==> src/inc/sbio_pkg.sv <==
// Package for the six-bit shared I/O port: register map, field layout, reset values.
// Assumes a 32-bit AHB-Lite register bus with word-aligned registers.
`default_nettype none
package sbio_pkg;
  localparam int unsigned SBIO_PINS = 6;

  // Byte addresses: all printed offsets are even but not all are multiples of four,
  // so each printed offset is a register index and the byte address is four times it.
  localparam logic [15:0] SBIO_IDX_PIN_DIRECTION      = 16'hfeb2;
  localparam logic [15:0] SBIO_IDX_PIN_LEVEL_READBACK = 16'hff52;
  localparam logic [15:0] SBIO_IDX_OUTPUT_LATCH       = 16'hff62;
  localparam logic [15:0] SBIO_IDX_DRAIN_SELECT       = 16'hff76;
  localparam logic [15:0] SBIO_IDX_SERIAL_CTRL        = 16'hff80;
  localparam int unsigned SBIO_ADDR_W                 = 18;

  // Serial control register fields (loose bits gathered into one register).
  localparam int unsigned SBIO_SC_CLOCK_ENABLE_0_CH0 = 0;
  localparam int unsigned SBIO_SC_CLOCK_ENABLE_1_CH0 = 1;
  localparam int unsigned SBIO_SC_CA_CH0   = 2;
  localparam int unsigned SBIO_SC_TE_CH0   = 3;
  localparam int unsigned SBIO_SC_RE_CH0   = 4;
  localparam int unsigned SBIO_SC_CLOCK_ENABLE_0_CH1 = 8;
  localparam int unsigned SBIO_SC_CLOCK_ENABLE_1_CH1 = 9;
  localparam int unsigned SBIO_SC_CA_CH1   = 10;
  localparam int unsigned SBIO_SC_TE_CH1   = 11;
  localparam int unsigned SBIO_SC_RE_CH1   = 12;
  localparam logic [12:0] SBIO_SC_MASK     = 13'h1f1f;

  localparam logic [5:0]  SBIO_RST_BITS    = 6'h00;
  localparam logic [12:0] SBIO_RST_SC      = 13'h0000;
  // Value returned for the write-only and reserved fields; arbitrary but fixed.
  localparam logic [31:0] SBIO_UNDEF_WORD  = 32'h0000_0000;

  localparam logic [1:0]  SBIO_HTRANS_NONSEQ = 2'b10;
  localparam logic [2:0]  SBIO_HSIZE_WORD    = 3'b010;
endpackage : sbio_pkg
`default_nettype wire

==> src/inc/sbio_cfg_if.sv <==
// Interface carrying the configuration of the pin multiplexer.
// Assumes one driver (the register file) and one reader (the pin mux).
`default_nettype none
interface sbio_cfg_if;
  logic [5:0]  direction;
  logic [5:0]  latch;
  logic [5:0]  drain;
  logic [12:0] serial_ctrl;
  modport regs (output direction, output latch, output drain, output serial_ctrl);
  modport mux  (input direction, input latch, input drain, input serial_ctrl);
endinterface : sbio_cfg_if
`default_nettype wire

==> src/hw/sbio_pin_cell.sv <==
// One pin's output driver: selects data and enable, applies open-drain.
// Assumes the caller has already chosen between port and peripheral function.
`default_nettype none
module sbio_pin_cell (
  input  wire logic periph_sel,
  input  wire logic periph_drive,
  input  wire logic periph_data,
  input  wire logic dir_bit,
  input  wire logic latch_bit,
  input  wire logic drain_bit,
  output logic      pin_out,
  output logic      pin_oe
);
  logic drive;
  logic data;
  always_comb begin
    drive = periph_sel ? periph_drive : dir_bit;
    data  = periph_sel ? periph_data : latch_bit;
    // Open drain: high-side off, so a one is released rather than driven.
    pin_out = data;
    pin_oe  = drive && !(drain_bit && data);
  end
endmodule : sbio_pin_cell
`default_nettype wire

==> src/hw/sbio_pin_mux.sv <==
// Pin multiplexer for the six shared pins.
// Assumes registered configuration on the interface; output is combinational.
`default_nettype none
module sbio_pin_mux
  import sbio_pkg::*;
(
  sbio_cfg_if.mux   cfg,
  input  wire logic sck_out_ch0,
  input  wire logic sck_out_ch1,
  input  wire logic txd_ch0,
  input  wire logic txd_ch1,
  output logic [5:0] pin_out,
  output logic [5:0] pin_oe,
  output logic [5:0] periph_in
);
  logic [5:0] sel;
  logic [5:0] pdrive;
  logic [5:0] pdata;
  logic       clock_enable_0_0, clock_enable_1_0, ca_0, clock_enable_0_1, clock_enable_1_1, ca_1;

  always_comb begin
    clock_enable_0_0 = cfg.serial_ctrl[SBIO_SC_CLOCK_ENABLE_0_CH0];
    clock_enable_1_0 = cfg.serial_ctrl[SBIO_SC_CLOCK_ENABLE_1_CH0];
    ca_0   = cfg.serial_ctrl[SBIO_SC_CA_CH0];
    clock_enable_0_1 = cfg.serial_ctrl[SBIO_SC_CLOCK_ENABLE_0_CH1];
    clock_enable_1_1 = cfg.serial_ctrl[SBIO_SC_CLOCK_ENABLE_1_CH1];
    ca_1   = cfg.serial_ctrl[SBIO_SC_CA_CH1];
    // No operating-mode input exists; selection is the same in every mode.
    sel[5]    = clock_enable_1_1 || ca_1 || clock_enable_0_1;
    pdrive[5] = !clock_enable_1_1;
    pdata[5]  = sck_out_ch1;
    sel[4]    = clock_enable_1_0 || ca_0 || clock_enable_0_0;
    pdrive[4] = !clock_enable_1_0;
    pdata[4]  = sck_out_ch0;
    sel[3]    = cfg.serial_ctrl[SBIO_SC_RE_CH1];
    pdrive[3] = 1'b0;
    pdata[3]  = 1'b0;
    sel[2]    = cfg.serial_ctrl[SBIO_SC_RE_CH0];
    pdrive[2] = 1'b0;
    pdata[2]  = 1'b0;
    sel[1]    = cfg.serial_ctrl[SBIO_SC_TE_CH1];
    pdrive[1] = 1'b1;
    pdata[1]  = txd_ch1;
    sel[0]    = cfg.serial_ctrl[SBIO_SC_TE_CH0];
    pdrive[0] = 1'b1;
    pdata[0]  = txd_ch0;
  end

  for (genvar i = 0; i < SBIO_PINS; i++) begin : g_cell
    sbio_pin_cell u_cell (
      .periph_sel   (sel[i]),
      .periph_drive (pdrive[i]),
      .periph_data  (pdata[i]),
      .dir_bit      (cfg.direction[i]),
      .latch_bit    (cfg.latch[i]),
      .drain_bit    (cfg.drain[i]),
      .pin_out      (pin_out[i]),
      .pin_oe       (pin_oe[i])
    );
  end
  assign periph_in = '0;
endmodule : sbio_pin_mux
`default_nettype wire

==> src/hw/sbio_port.sv <==
// Top of the six-bit shared I/O port: AHB-Lite slave, registers, pin outputs.
// Assumes pins and serial-channel signals are synchronous to hclk.
//
// Summary of operation
// - Six I/O pins, mode-independent function selection.
// - Same pin behaviour in every operating mode.
// - Direction one drives latch; zero is input.
// - Direction register write-only; reads undefined.
// - Direction clears on reset, standby; kept otherwise.
// - Output latch readable, writable, drives output pins.
// - Output latch clears on reset and standby.
// - Bits seven, six reserved; writes ignored.
// - Readback: latch when output, pin when input.
// - Readback register read-only; writes ignored.
// - Drain bit one gives open-drain output.
// - Drain bits clear on reset and standby.
// - Released serial pins revert to port control.
// - Pin five: port, clock out, clock in.
// - Pin four mirrors pin five for channel zero.
// - Pins one, zero become transmit outputs.
//
// The AHB-Lite interface to the registers was chosen for this implementation.
`default_nettype none
module sbio_port
  import sbio_pkg::*;
(
  input  wire logic        hclk,
  input  wire logic        hresetn,
  input  wire logic        hw_standby,
  input  wire logic        hsel,
  input  wire logic [31:0] haddr,
  input  wire logic [1:0]  htrans,
  input  wire logic        hwrite,
  input  wire logic [2:0]  hsize,
  input  wire logic        hready,
  input  wire logic [31:0] hwdata,
  output logic      [31:0] hrdata,
  output logic             hreadyout,
  output logic             hresp,
  input  wire logic [5:0]  pin_in,
  output logic      [5:0]  pin_out,
  output logic      [5:0]  pin_oe,
  input  wire logic        sck_out_ch0,
  input  wire logic        sck_out_ch1,
  input  wire logic        txd_ch0,
  input  wire logic        txd_ch1,
  output logic             serial_clock_ch0,
  output logic             serial_clock_ch1,
  output logic             receive_in_ch0,
  output logic             receive_in_ch1,
  output logic             interrupt_request_4,
  output logic             interrupt_request_5
);

  // ***************************************************************
  // State
  // ***************************************************************
  typedef struct packed {
    logic        wr_pend;
    logic [2:0]  wr_sel;
    logic [5:0]  direction;
    logic [5:0]  latch;
    logic [5:0]  drain;
    logic [12:0] serial_ctrl;
    logic [31:0] rdata;
    logic [5:0]  pin_out;
    logic [5:0]  pin_oe;
    logic [5:0]  pin_in;
  } sbio_state_s;

  localparam logic [2:0] SEL_NONE = 3'd0;
  localparam logic [2:0] SEL_DIR  = 3'd1;
  localparam logic [2:0] SEL_LAT  = 3'd2;
  localparam logic [2:0] SEL_ODR  = 3'd3;
  localparam logic [2:0] SEL_SC   = 3'd4;

  sbio_state_s st_r;
  sbio_state_s st_nxt;
  sbio_cfg_if  cfg ();
  logic [5:0]  mux_out;
  logic [5:0]  mux_oe;
  logic        take;
  logic [15:0] idx;
  logic [5:0]  readback;

  assign cfg.direction   = st_r.direction;
  assign cfg.latch       = st_r.latch;
  assign cfg.drain       = st_r.drain;
  assign cfg.serial_ctrl = st_r.serial_ctrl;

  // When a channel drops its enables the mux falls back to the registers.
  sbio_pin_mux u_mux (
    .cfg         (cfg.mux),
    .sck_out_ch0 (sck_out_ch0),
    .sck_out_ch1 (sck_out_ch1),
    .txd_ch0     (txd_ch0),
    .txd_ch1     (txd_ch1),
    .pin_out     (mux_out),
    .pin_oe      (mux_oe),
    .periph_in   ()
  );

  // ***************************************************************
  // Next state
  // ***************************************************************
  always_comb begin
    st_nxt = st_r;
    take   = hsel && hready && (htrans == SBIO_HTRANS_NONSEQ);
    idx    = haddr[SBIO_ADDR_W-1:2];
    // Readback: latch for output pins, sampled pin level for inputs.
    readback = (st_r.direction & st_r.latch) | (~st_r.direction & st_r.pin_in);

    if (st_r.wr_pend) begin
      st_nxt.wr_pend = 1'b0;
      case (st_r.wr_sel)
        SEL_DIR: st_nxt.direction   = hwdata[5:0];
        SEL_LAT: st_nxt.latch       = hwdata[5:0];
        SEL_ODR: st_nxt.drain       = hwdata[5:0];
        SEL_SC:  st_nxt.serial_ctrl = hwdata[12:0] & SBIO_SC_MASK;
        default: ;
      endcase
    end

    if (take) begin
      st_nxt.wr_sel = SEL_NONE;
      if (hwrite) begin
        st_nxt.wr_pend = 1'b1;
        case (idx)
          SBIO_IDX_PIN_DIRECTION: st_nxt.wr_sel = SEL_DIR;
          SBIO_IDX_OUTPUT_LATCH:  st_nxt.wr_sel = SEL_LAT;
          SBIO_IDX_DRAIN_SELECT:  st_nxt.wr_sel = SEL_ODR;
          SBIO_IDX_SERIAL_CTRL:   st_nxt.wr_sel = SEL_SC;
          default:                st_nxt.wr_sel = SEL_NONE;
        endcase
      end else begin
        case (idx)
          SBIO_IDX_PIN_DIRECTION:      st_nxt.rdata = SBIO_UNDEF_WORD;
          SBIO_IDX_OUTPUT_LATCH:       st_nxt.rdata = {26'd0, st_r.latch};
          SBIO_IDX_PIN_LEVEL_READBACK: st_nxt.rdata = {26'd0, readback};
          SBIO_IDX_DRAIN_SELECT:       st_nxt.rdata = {26'd0, st_r.drain};
          SBIO_IDX_SERIAL_CTRL:        st_nxt.rdata = {19'd0, st_r.serial_ctrl};
          default:                     st_nxt.rdata = SBIO_UNDEF_WORD;
        endcase
      end
    end

    // Hardware standby clears like reset; there is no software standby input,
    // so state is simply retained while the clock keeps running.
    if (hw_standby) begin
      st_nxt.direction   = SBIO_RST_BITS;
      st_nxt.latch       = SBIO_RST_BITS;
      st_nxt.drain       = SBIO_RST_BITS;
      st_nxt.serial_ctrl = SBIO_RST_SC;
    end

    st_nxt.pin_out = mux_out;
    st_nxt.pin_oe  = mux_oe;
    st_nxt.pin_in  = pin_in;
  end

  always_ff @(posedge hclk or negedge hresetn) begin
    if (!hresetn) begin
      st_r <= '0;
    end else begin
      st_r <= st_nxt;
    end
  end

  // ***************************************************************
  // Outputs
  // ***************************************************************
  // The extra output flop delays pin changes by one cycle but keeps every
  // top-level output except the constant hreadyout and hresp registered.
  assign hrdata              = st_r.rdata;
  assign hreadyout           = 1'b1;  // constant, not a flop: zero-wait slave
  assign hresp               = 1'b0;
  assign pin_out             = st_r.pin_out;
  assign pin_oe              = st_r.pin_oe;
  assign serial_clock_ch1    = st_r.pin_in[5];
  assign serial_clock_ch0    = st_r.pin_in[4];
  assign receive_in_ch1      = st_r.pin_in[3];
  assign receive_in_ch0      = st_r.pin_in[2];
  assign interrupt_request_5 = st_r.pin_in[5];
  assign interrupt_request_4 = st_r.pin_in[4];

endmodule : sbio_port
`default_nettype wire

==> config.mk <==
export PLATFORM = sky130hd
export DESIGN_NAME = sbio_port
export DESIGN_NICKNAME = d
export VERILOG_FILES = /design/src/inc/sbio_pkg.sv /design/src/inc/sbio_cfg_if.sv /design/src/hw/sbio_pin_cell.sv /design/src/hw/sbio_pin_mux.sv /design/src/hw/sbio_port.sv
export SDC_FILE = /design/constraint.sdc
export NUM_CORES = 1
export LEC_CHECK = 0
export ABC_CLOCK_PERIOD_IN_PS = 1100
export CORE_MARGIN = 2
export CORE_UTILIZATION = 57
export DETAILED_ROUTE_END_ITERATION = 7
export DONT_BUFFER_PORTS = 1
export PLACE_DENSITY_LB_ADDON = 0.1
export SYNTH_ARGS = -nofsm -noshare
export SYNTH_HDL_FRONTEND = slang
export SYNTH_SLANG_ARGS = --single-unit
==> constraint.sdc <==
create_clock -name hclk -period 1.1 [get_ports hclk]
set_input_delay 0.22 -clock hclk [delete_from_list [all_inputs] [get_ports hclk]]
set_output_delay 0.22 -clock hclk [all_outputs]
set_load 0.01 [all_outputs]
==> results of run 1 <==
## cell usage in the layout (no fill, tap or decap), types with 3 or more instances in the layout
cell type	count
sky130_fd_sc_hd__nor4bb_4	4
sky130_fd_sc_hd__dfrtp_1	58
sky130_fd_sc_hd__dfrtp_2	3
sky130_fd_sc_hd__o21ai_0	3
sky130_fd_sc_hd__o21ai_1	4
sky130_fd_sc_hd__a21oi_1	5
sky130_fd_sc_hd__dlygate4sd3_1	6
sky130_fd_sc_hd__nand4b_1	3
sky130_fd_sc_hd__a22oi_1	3
sky130_fd_sc_hd__a21oi_2	9
sky130_fd_sc_hd__o22ai_1	3
sky130_fd_sc_hd__nand2_2	4
sky130_fd_sc_hd__nand3_1	13
sky130_fd_sc_hd__nand2_1	32
sky130_fd_sc_hd__buf_4	37
sky130_fd_sc_hd__a21o_1	3
sky130_fd_sc_hd__inv_1	5
sky130_fd_sc_hd__clkbuf_8	10
sky130_fd_sc_hd__conb_1	23
sky130_fd_sc_hd__o221a_1	3
sky130_fd_sc_hd__mux2i_1	18
sky130_fd_sc_hd__buf_6	8
sky130_fd_sc_hd__clkinv_2	4
sky130_fd_sc_hd__nor2_1	28
sky130_fd_sc_hd__o22a_1	3
## sequential cells by signal, summed over array words and instances (netlist names)
signal	cells
cfg.direction	6
cfg.drain	6
cfg.latch	6
cfg.serial_ctrl	10
hrdata	11
interrupt_request_4	1
interrupt_request_5	1
pin_oe	6
pin_out	6
receive_in_ch0	1
receive_in_ch1	1
st_r	6
## through the flow
| step | TNS (ns) | std cells | hold slack [ns] |
|---|---|---|---|
| 2_1_floorplan | -4.324 | 328 | -0.07559 |
| 3_3_place_gp | -11.02 | 379 | -0.07456 |
| 3_5_place_dp | -12.14 | 379 | -0.07458 |
| 4_1_cts | -6.763 | 402 | -0.4478 |
| 5_1_grt | -8.900 | 406 | -0.4499 |
| 6_report | -7.094 | 406 | -0.4281 |
## worst min-delay path by stage
stage / startpoint / end / slack [ns] / cells past startpoint
floorplan: hresetn / cfg.direction[0]$_DFFE_PN0P_ / -0.08 / 0
global placement: hresetn / pin_oe[4]$_DFF_PN0_ / -0.07 / 0
detailed placement: hresetn / cfg.drain[4]$_DFFE_PN0P_ / -0.07 / 0
CTS: hresetn / cfg.serial_ctrl[0]$_DFFE_PN0P_ / -0.45 / 0
global route: hresetn / hrdata[12]$_DFFE_PN0P_ / -0.45 / 0
finish: hresetn / pin_out[4]$_DFF_PN0_ / -0.43 / 0
## power by group through the flow
| stage | clock [mW] | sequential (mW) | combinational, mW |
|---|---|---|---|
| final | 1.77 | 2.37 | 0.228 |
| after global routing | 1.90 | 2.38 | 0.248 |
| after CTS | 1.81 | 2.37 | 0.215 |
| after detailed placement | 0 | 2.42 | 0.186 |
| after global placement | 0 | 2.42 | 0.183 |
| after floorplan | 0 | 2.37 | 0.314 |
## worst max-delay path, stage by stage, from the launching register on
cell,delay (ns)
sky130_fd_sc_hd__dfrtp_2,0.46
sky130_fd_sc_hd__nor4bb_4,0.37
sky130_fd_sc_hd__buf_4,0.21
sky130_fd_sc_hd__mux2i_1,0.19
sky130_fd_sc_hd__nor2_1,0.05
## cells by family after synthesis
| kind of cell | Yosys count | synth area share, % |
|---|---|---|
| buffers and inverters | 64 | 13.89 |
| AO/OA/AOI/OAI | 45 | 9.622 |
| flip-flops | 61 | 49.11 |
| other | 2 | 0.2416 |
| AND/OR/NAND/NOR | 112 | 19.57 |
| multiplexers | 23 | 7.568 |
## cell type report
| class | count | share of cell area [%] |
|---|---|---|
| Sequential cell | 61 | 41.73 |
| Multi-Input combinational cell | 203 | 38.93 |
| Timing Repair Buffer | 51 | 11.67 |
| Clock buffer | 10 | 3.753 |
| Tap cell | 70 | 2.388 |
| Clock inverter | 6 | 1.024 |
| Inverter | 5 | 0.5118 |
## layer usage
metal	vias to the layer above	GRT usage, %	part of all wire [%]
li1	1043	-	-
met1	1129	32.15	43
met2	92	39.74	49
met3	19	6.860	5.7
met4	0	9.821	2.7
met5	-	0	0
## timing repair
action                                  in CTS  in global routing
endpoints found under the setup margin      39                 47
setup buffers                                1                  4
hold endpoints to repair                    95                 89
pin swaps                                   11                  9
resized for setup                           21                 21
==> results.txt, run 1 <==
* Number of cell rows: 26
* Post-synthesis instance area: 3108 sq um
- The number of hold buffers added after CTS was 6.
* Share of the cycle needed by the critical path after routing: 127.0%
- P&R area growth vs syn: 18.00%
- Clock skew on the completed layout was measured at 0.008422 ns.
* Clock buffer depth: 2
- STA puts the critical path data required time at 1.32 ns.
* Pwr Total: 4.373 mW
- The tightest hold path in the finished design has a slack of -0.4281 ns.
* Number of clock sinks: 61
- Total of buffers placed on input and output ports: 0
- Initial antenna violation count: 0
- Element type at the critical path start: flop
* Final Util: 70.90%
- The worst setup path is of the flop to flop kind.
* Crit path capture type: flop
- Core Footprint: 5172 sq um
- Number of buffers added by the clock tree synthesis step: 9
* Largest area contributor in the synthesized netlist: sky130_fd_sc_hd__dfrtp_1
- Post-Place Worst Slack: -0.4079 ns
- Critical register-to-register path endpoint: cfg.latch[2]$_DFFE_PN0P_
- Of the total power, the clock network draws 40.5%.
- Clock Latency Late Sink: 0.34 ns
* Combinational power share: 5.2%
* Number of vias per cell: 5.623
- Filler Cells Inserted: 411
- Routability-driven placement finished with a final weighted congestion of 0.9133.
- For this design the total switching power over the nets is 1.078 mW.
* Final-stage net count: 416
- Pin placement for this block handled between 100 and 150 I/O pins.
* Yosys warns: 0
* Dominant cell by count in the synthesized netlist: sky130_fd_sc_hd__dfrtp_1
- Overall die height: 77.84 um
* Gr usage total: between 20 and 25%
* Biggest area contributors in the synthesized netlist: sky130_fd_sc_hd__dfrtp_1 (49%), sky130_fd_sc_hd__buf_4 (12%), sky130_fd_sc_hd__mux2i_1 (6.1%)
- Status: finished, violations left
- Startpoint of the worst setup timing path: st_r[81]$_DFFE_PN0P_
* Antenna-violating nets left: 0
- Measured in cells, the most critical reg-to-reg path has a length of 4.
* Area occupied by multi-input gates: approximately 1400 sq um
- Global-route wire length before repair: 11470 um
- For this configuration, the core starts out at a cell density of 60.09%.
* Count of flip-flops with a built-in enable after synthesis: 0
* Setup slack of the critical path after layout: -0.2965 ns
- Number of global-route vias before repair: 2272
* Synthesized netlist cell count: between 300 and 400
* Time the worst path needs with I/O delays and setup: roughly 1.4 ns
* Post-synthesis sequential area ratio: 49.11%
- Half-perimeter wire length of the detailed placement result: 5065 um
- Power share of the sequential group: 54.3%
- Number of distinct standard cells referenced by the synthesized netlist: 43
- The checks that failed: hold timing, setup timing.
* Largest net degree at the start of global routing: a little over 60
* Crit path to: cfg.latch[2]$_DFFE_PN0P_
- Setup violations remaining at the end of the flow were counted as 33.
- The tool flagged a number of max-cap violations equal to 0.
* Register-to-register path setup slack: -0.30 ns
* Critical R2R Launch: st_r[81]$_DFFE_PN0P_
- The internal power of the cells totals 3.295 mW.
- Total DRC errors in the routed layout: 0
* RSZ-0062 raised after global routing: true
* Post-placement cell area: ~3200 sq um
- GR Overflow Total: 0
- Clock transition at path regs: 0.07 ns
- Flip-flop cell with the highest count after synthesis: sky130_fd_sc_hd__dfrtp_1
- Of the cells placed in the final design, the portion with a size suffix greater than 1 is a little under a third.
- Ant diodes: 0
- Final Hold Viols: 89
* Wirelength, routed: 7211 um
* Highest achievable clock rate: 716.1 MHz
- Post-synth ARST share: 100.0%
- IR analysis of the VDD net gives a maximum drop of 1.209 mV.
* Drt pass-1 iters: 4
* Routed WL per cell: about 18 um
- Of the total power, the share spent switching nets is 24.65%.
- Max Transition Viols Final: 0
- Die Wd: 77.84 um
- Clock tree from TritonCTS: done
- The commonest cells after synthesis are sky130_fd_sc_hd__dfrtp_1 (61), sky130_fd_sc_hd__buf_4 (48), sky130_fd_sc_hd__nand2_1 (36).
* Power density over the cells: 1192 nW/um^2
- The root buffer cell chosen for the clock tree is sky130_fd_sc_hd__clkbuf_8.
* Full die area: 6059 sq um
* Flops & latches, synth: 61
- The clock tree synthesis step divided the H-tree into 3 levels.
- Type of the tightest min-delay check: primary input to asynchronous set/reset pin
- Vias: ~2300
- Leakage dissipation: 1.668 nW
- Top cell type's share of synthesized area: 49.11%
- After the first detailed-routing iteration, the DRC count stood at 161.
* Critical path fanouts, max: 5
* Final Instance Area: 3667 sq um
* Arrival time of the worst setup path: approximately 1.6 ns
- Syn_area_per_cell: between 10 and 15 sq um
- Registers take 1530 sq um.
Power figures use the tool's default switching activity.
==> run 2, diff against run 1 <==
ABC_CLOCK_PERIOD_IN_PS = 1800   (was 1100)
CORE_UTILIZATION = 60   (was 57)
clock period = 1.8 ns   (was 1.1 ns; I/O delays follow)
==> run 2 against run 1 <==
The flow now finishes without violations. Count of clock-buffer cells in the layout is 1 higher. Power is 37% lower. Clock power is 34% lower. Wire length is 10% lower. Register-to-register slack better by 0.68 ns. Cell area is 13% lower. Critical path depth stayed put. Final cell count is 9.9% lower. Setup slack better by 0.68 ns. Global-route usage is 1.8 points lower.
==> results.txt, run 2 (synthesis gave the netlist of run 1 again) <==
- The run finished with clean final reports.
- Total negative setup slack: 0 ns
- The clock net in this run drives a total of a little over 60 sinks.
- Clock tree from TritonCTS: done
- Final Hold Viols: 0
* Initial antenna violation count: 0
- The die covers 5771 sq um.
* Maximum vdd ir drop: 0.4877 mV
- The tightest min-delay check is of the primary input to flop type.
- Overall die height: 75.97 um
* Crit path capture type: flop
- Arrival time of the worst setup path: 1.63 ns
* Placed instance count: 351
- Total of buffers placed on input and output ports: 0
- Half-perimeter wire length of the detailed placement result: ~4400 um
- For hold timing, the worst endpoint is interrupt_request_5$_DFF_PN0_.
- For this design the top-level I/O count stands at approximately 140.
* Core Footprint: 5042 sq um
* Final Util: 63.10%
- The repair_antennas step left the layout with diodes totalling 0.
- The tree is rooted in a sky130_fd_sc_hd__clkbuf_8.
- Final-stage net count: around 380
* Resized Gates After CTS: 0
* Setup Skew: 0.006123 ns
- Buffers inserted by post-CTS timing repair: 0
- Setup slack closes at ~0.39 ns.
- Worst Setup Path Type: flop to flop
* Number of cell rows: 26
- DRT iter0 DRCs: 186
* Routed WL per cell: 17.70 um
- For this run, the top clock speed supported by timing is 706.9 MHz.
* Drt pass-1 iters: 4
* Register-to-register path setup slack: around 0.39 ns
- Hold_sp: pin_in[5]
- Max-Cap Viols: 0
* Power density over the cells: 862.5 nW/um^2
* Critical path fanouts, max: 8
* Total DRC errors in the routed layout: 0
- Most common cell after layout, fill and taps aside: sky130_fd_sc_hd__dfrtp_1
* CTS Hold Buffers Added: 2
* Gr usage total: ~23%
- Number of buffers added by the clock tree synthesis step: 9
- The finished layout holds 366 standard cells, fillers aside.
* Fraction of layout cells with a size suffix above 1: 12.16%
* Placer congestion estimate: 0.8700
- The tightest hold path in the finished design has a slack of ~0.058 ns.
- Required time of the critical path: 2.02 ns
- Largest net degree at the start of global routing: 62
- Clock-pin slew was measured on the worst setup and hold paths at 0.06 ns.
- For this configuration, the core starts out at a cell density of a little over 60%.
- Antenna-violating nets left: 0
- The filler cells instantiated in the layout total 436.
- For this design the static power due to leakage is approximately 1.4 nW.
- Clock buffer depth: 2
- Vias: 2117
* GR Overflow Total: 0
* Number of H-tree levels: 3
- Worst reg-to-reg path cell count: 4
- The die is roughly 76 um wide.
- From synthesis to final layout, the design area changed by 2.375%.
* Number of vias per cell: 5.784
- Critical R2R Launch: st_r[81]$_DFFE_PN0P_
- Critical register-to-register path endpoint: cfg.direction[5]$_DFFE_PN0P_
- RSZ-0062 raised after global routing: false
* Time the worst path needs with I/O delays and setup: 1.415 ns
- Number of global-route vias before repair: ~2000
* Wirelength, routed: 6478 um
- Clock Latency Late Sink: 0.33 ns
- Max Transition Viols Final: 0
* Share of the cycle needed by the critical path after routing: 78.60%
- Most used cells in the layout excluding fill and tap cells: sky130_fd_sc_hd__dfrtp_1 (61), sky130_fd_sc_hd__nand2_1 (36), sky130_fd_sc_hd__nor2_1 (29)
* Number of instances on the worst hold path: 0
- Global-route wire length before repair: 10140 um
* Max FFs per register: 11
- # setup viols final: 0
- Element type at the critical path start: flop
- Post-Place Worst Slack: ~0.069 ns
-- run 2: worst max-delay path by stage --
stage / cells after the start / endpoint / from
after floorplan: 6 / hrdata[5]$_DFFE_PN0P_ / htrans[0]
after global placement: 6 / hrdata[9]$_DFFE_PN0P_ / haddr[3]
after detailed placement: 6 / hrdata[8]$_DFFE_PN0P_ / haddr[3]
after CTS: 4 / cfg.direction[4]$_DFFE_PN0P_ / st_r[81]$_DFFE_PN0P_
after global routing: 4 / cfg.direction[5]$_DFFE_PN0P_ / st_r[81]$_DFFE_PN0P_
final: 4 / cfg.direction[5]$_DFFE_PN0P_ / st_r[81]$_DFFE_PN0P_
-- run 2: final cells by class --
cell class                      count  area, sq um  share of cell area, %
Clock buffer                       11        151.4                  4.758
Timing Repair Buffer               14        127.6                  4.011
Sequential cell                    61         1526                  47.97
Inverter                            5        18.77                 0.5899
Tap cell                           70        87.58                  2.753
Multi-Input combinational cell    203         1235                  38.81
Clock inverter                      2        35.03                  1.101
-- run 2: metal layers --
metal	wire [um]	up-vias	share of wire, %	track usage, %
li1	-	966	-	-
met1	2820	1054	44	32.72
met2	3123	87	48	34.02
met3	436	10	6.7	4.621
met4	97	0	1.5	11.82
met5	0	-	0	0
-- run 2: power by group --
group	leakage, nW	switching, mW	internal, mW	total, mW
Clock	0.0971	0.473	0.689	1.16
Combinational	0.499	0.0772	0.0500	0.127
Sequential	0.829	0.0470	1.41	1.45
-- run 2: critical path: stages, from the launching register on --
cell and delay (ns):
sky130_fd_sc_hd__dfrtp_1 0.44, sky130_fd_sc_hd__nor4bb_1 0.35, sky130_fd_sc_hd__buf_4 0.26, sky130_fd_sc_hd__mux2i_1 0.21, sky130_fd_sc_hd__nor2_1 0.05
-- run 2: stage by stage --
step	power, mW	instance area (sq um)
4_1_cts	2.763	3182
3_3_place_gp	1.570	2958
6_report	2.744	3182
3_5_place_dp	1.573	2958
2_1_floorplan	1.637	3187
5_1_grt	2.841	3182
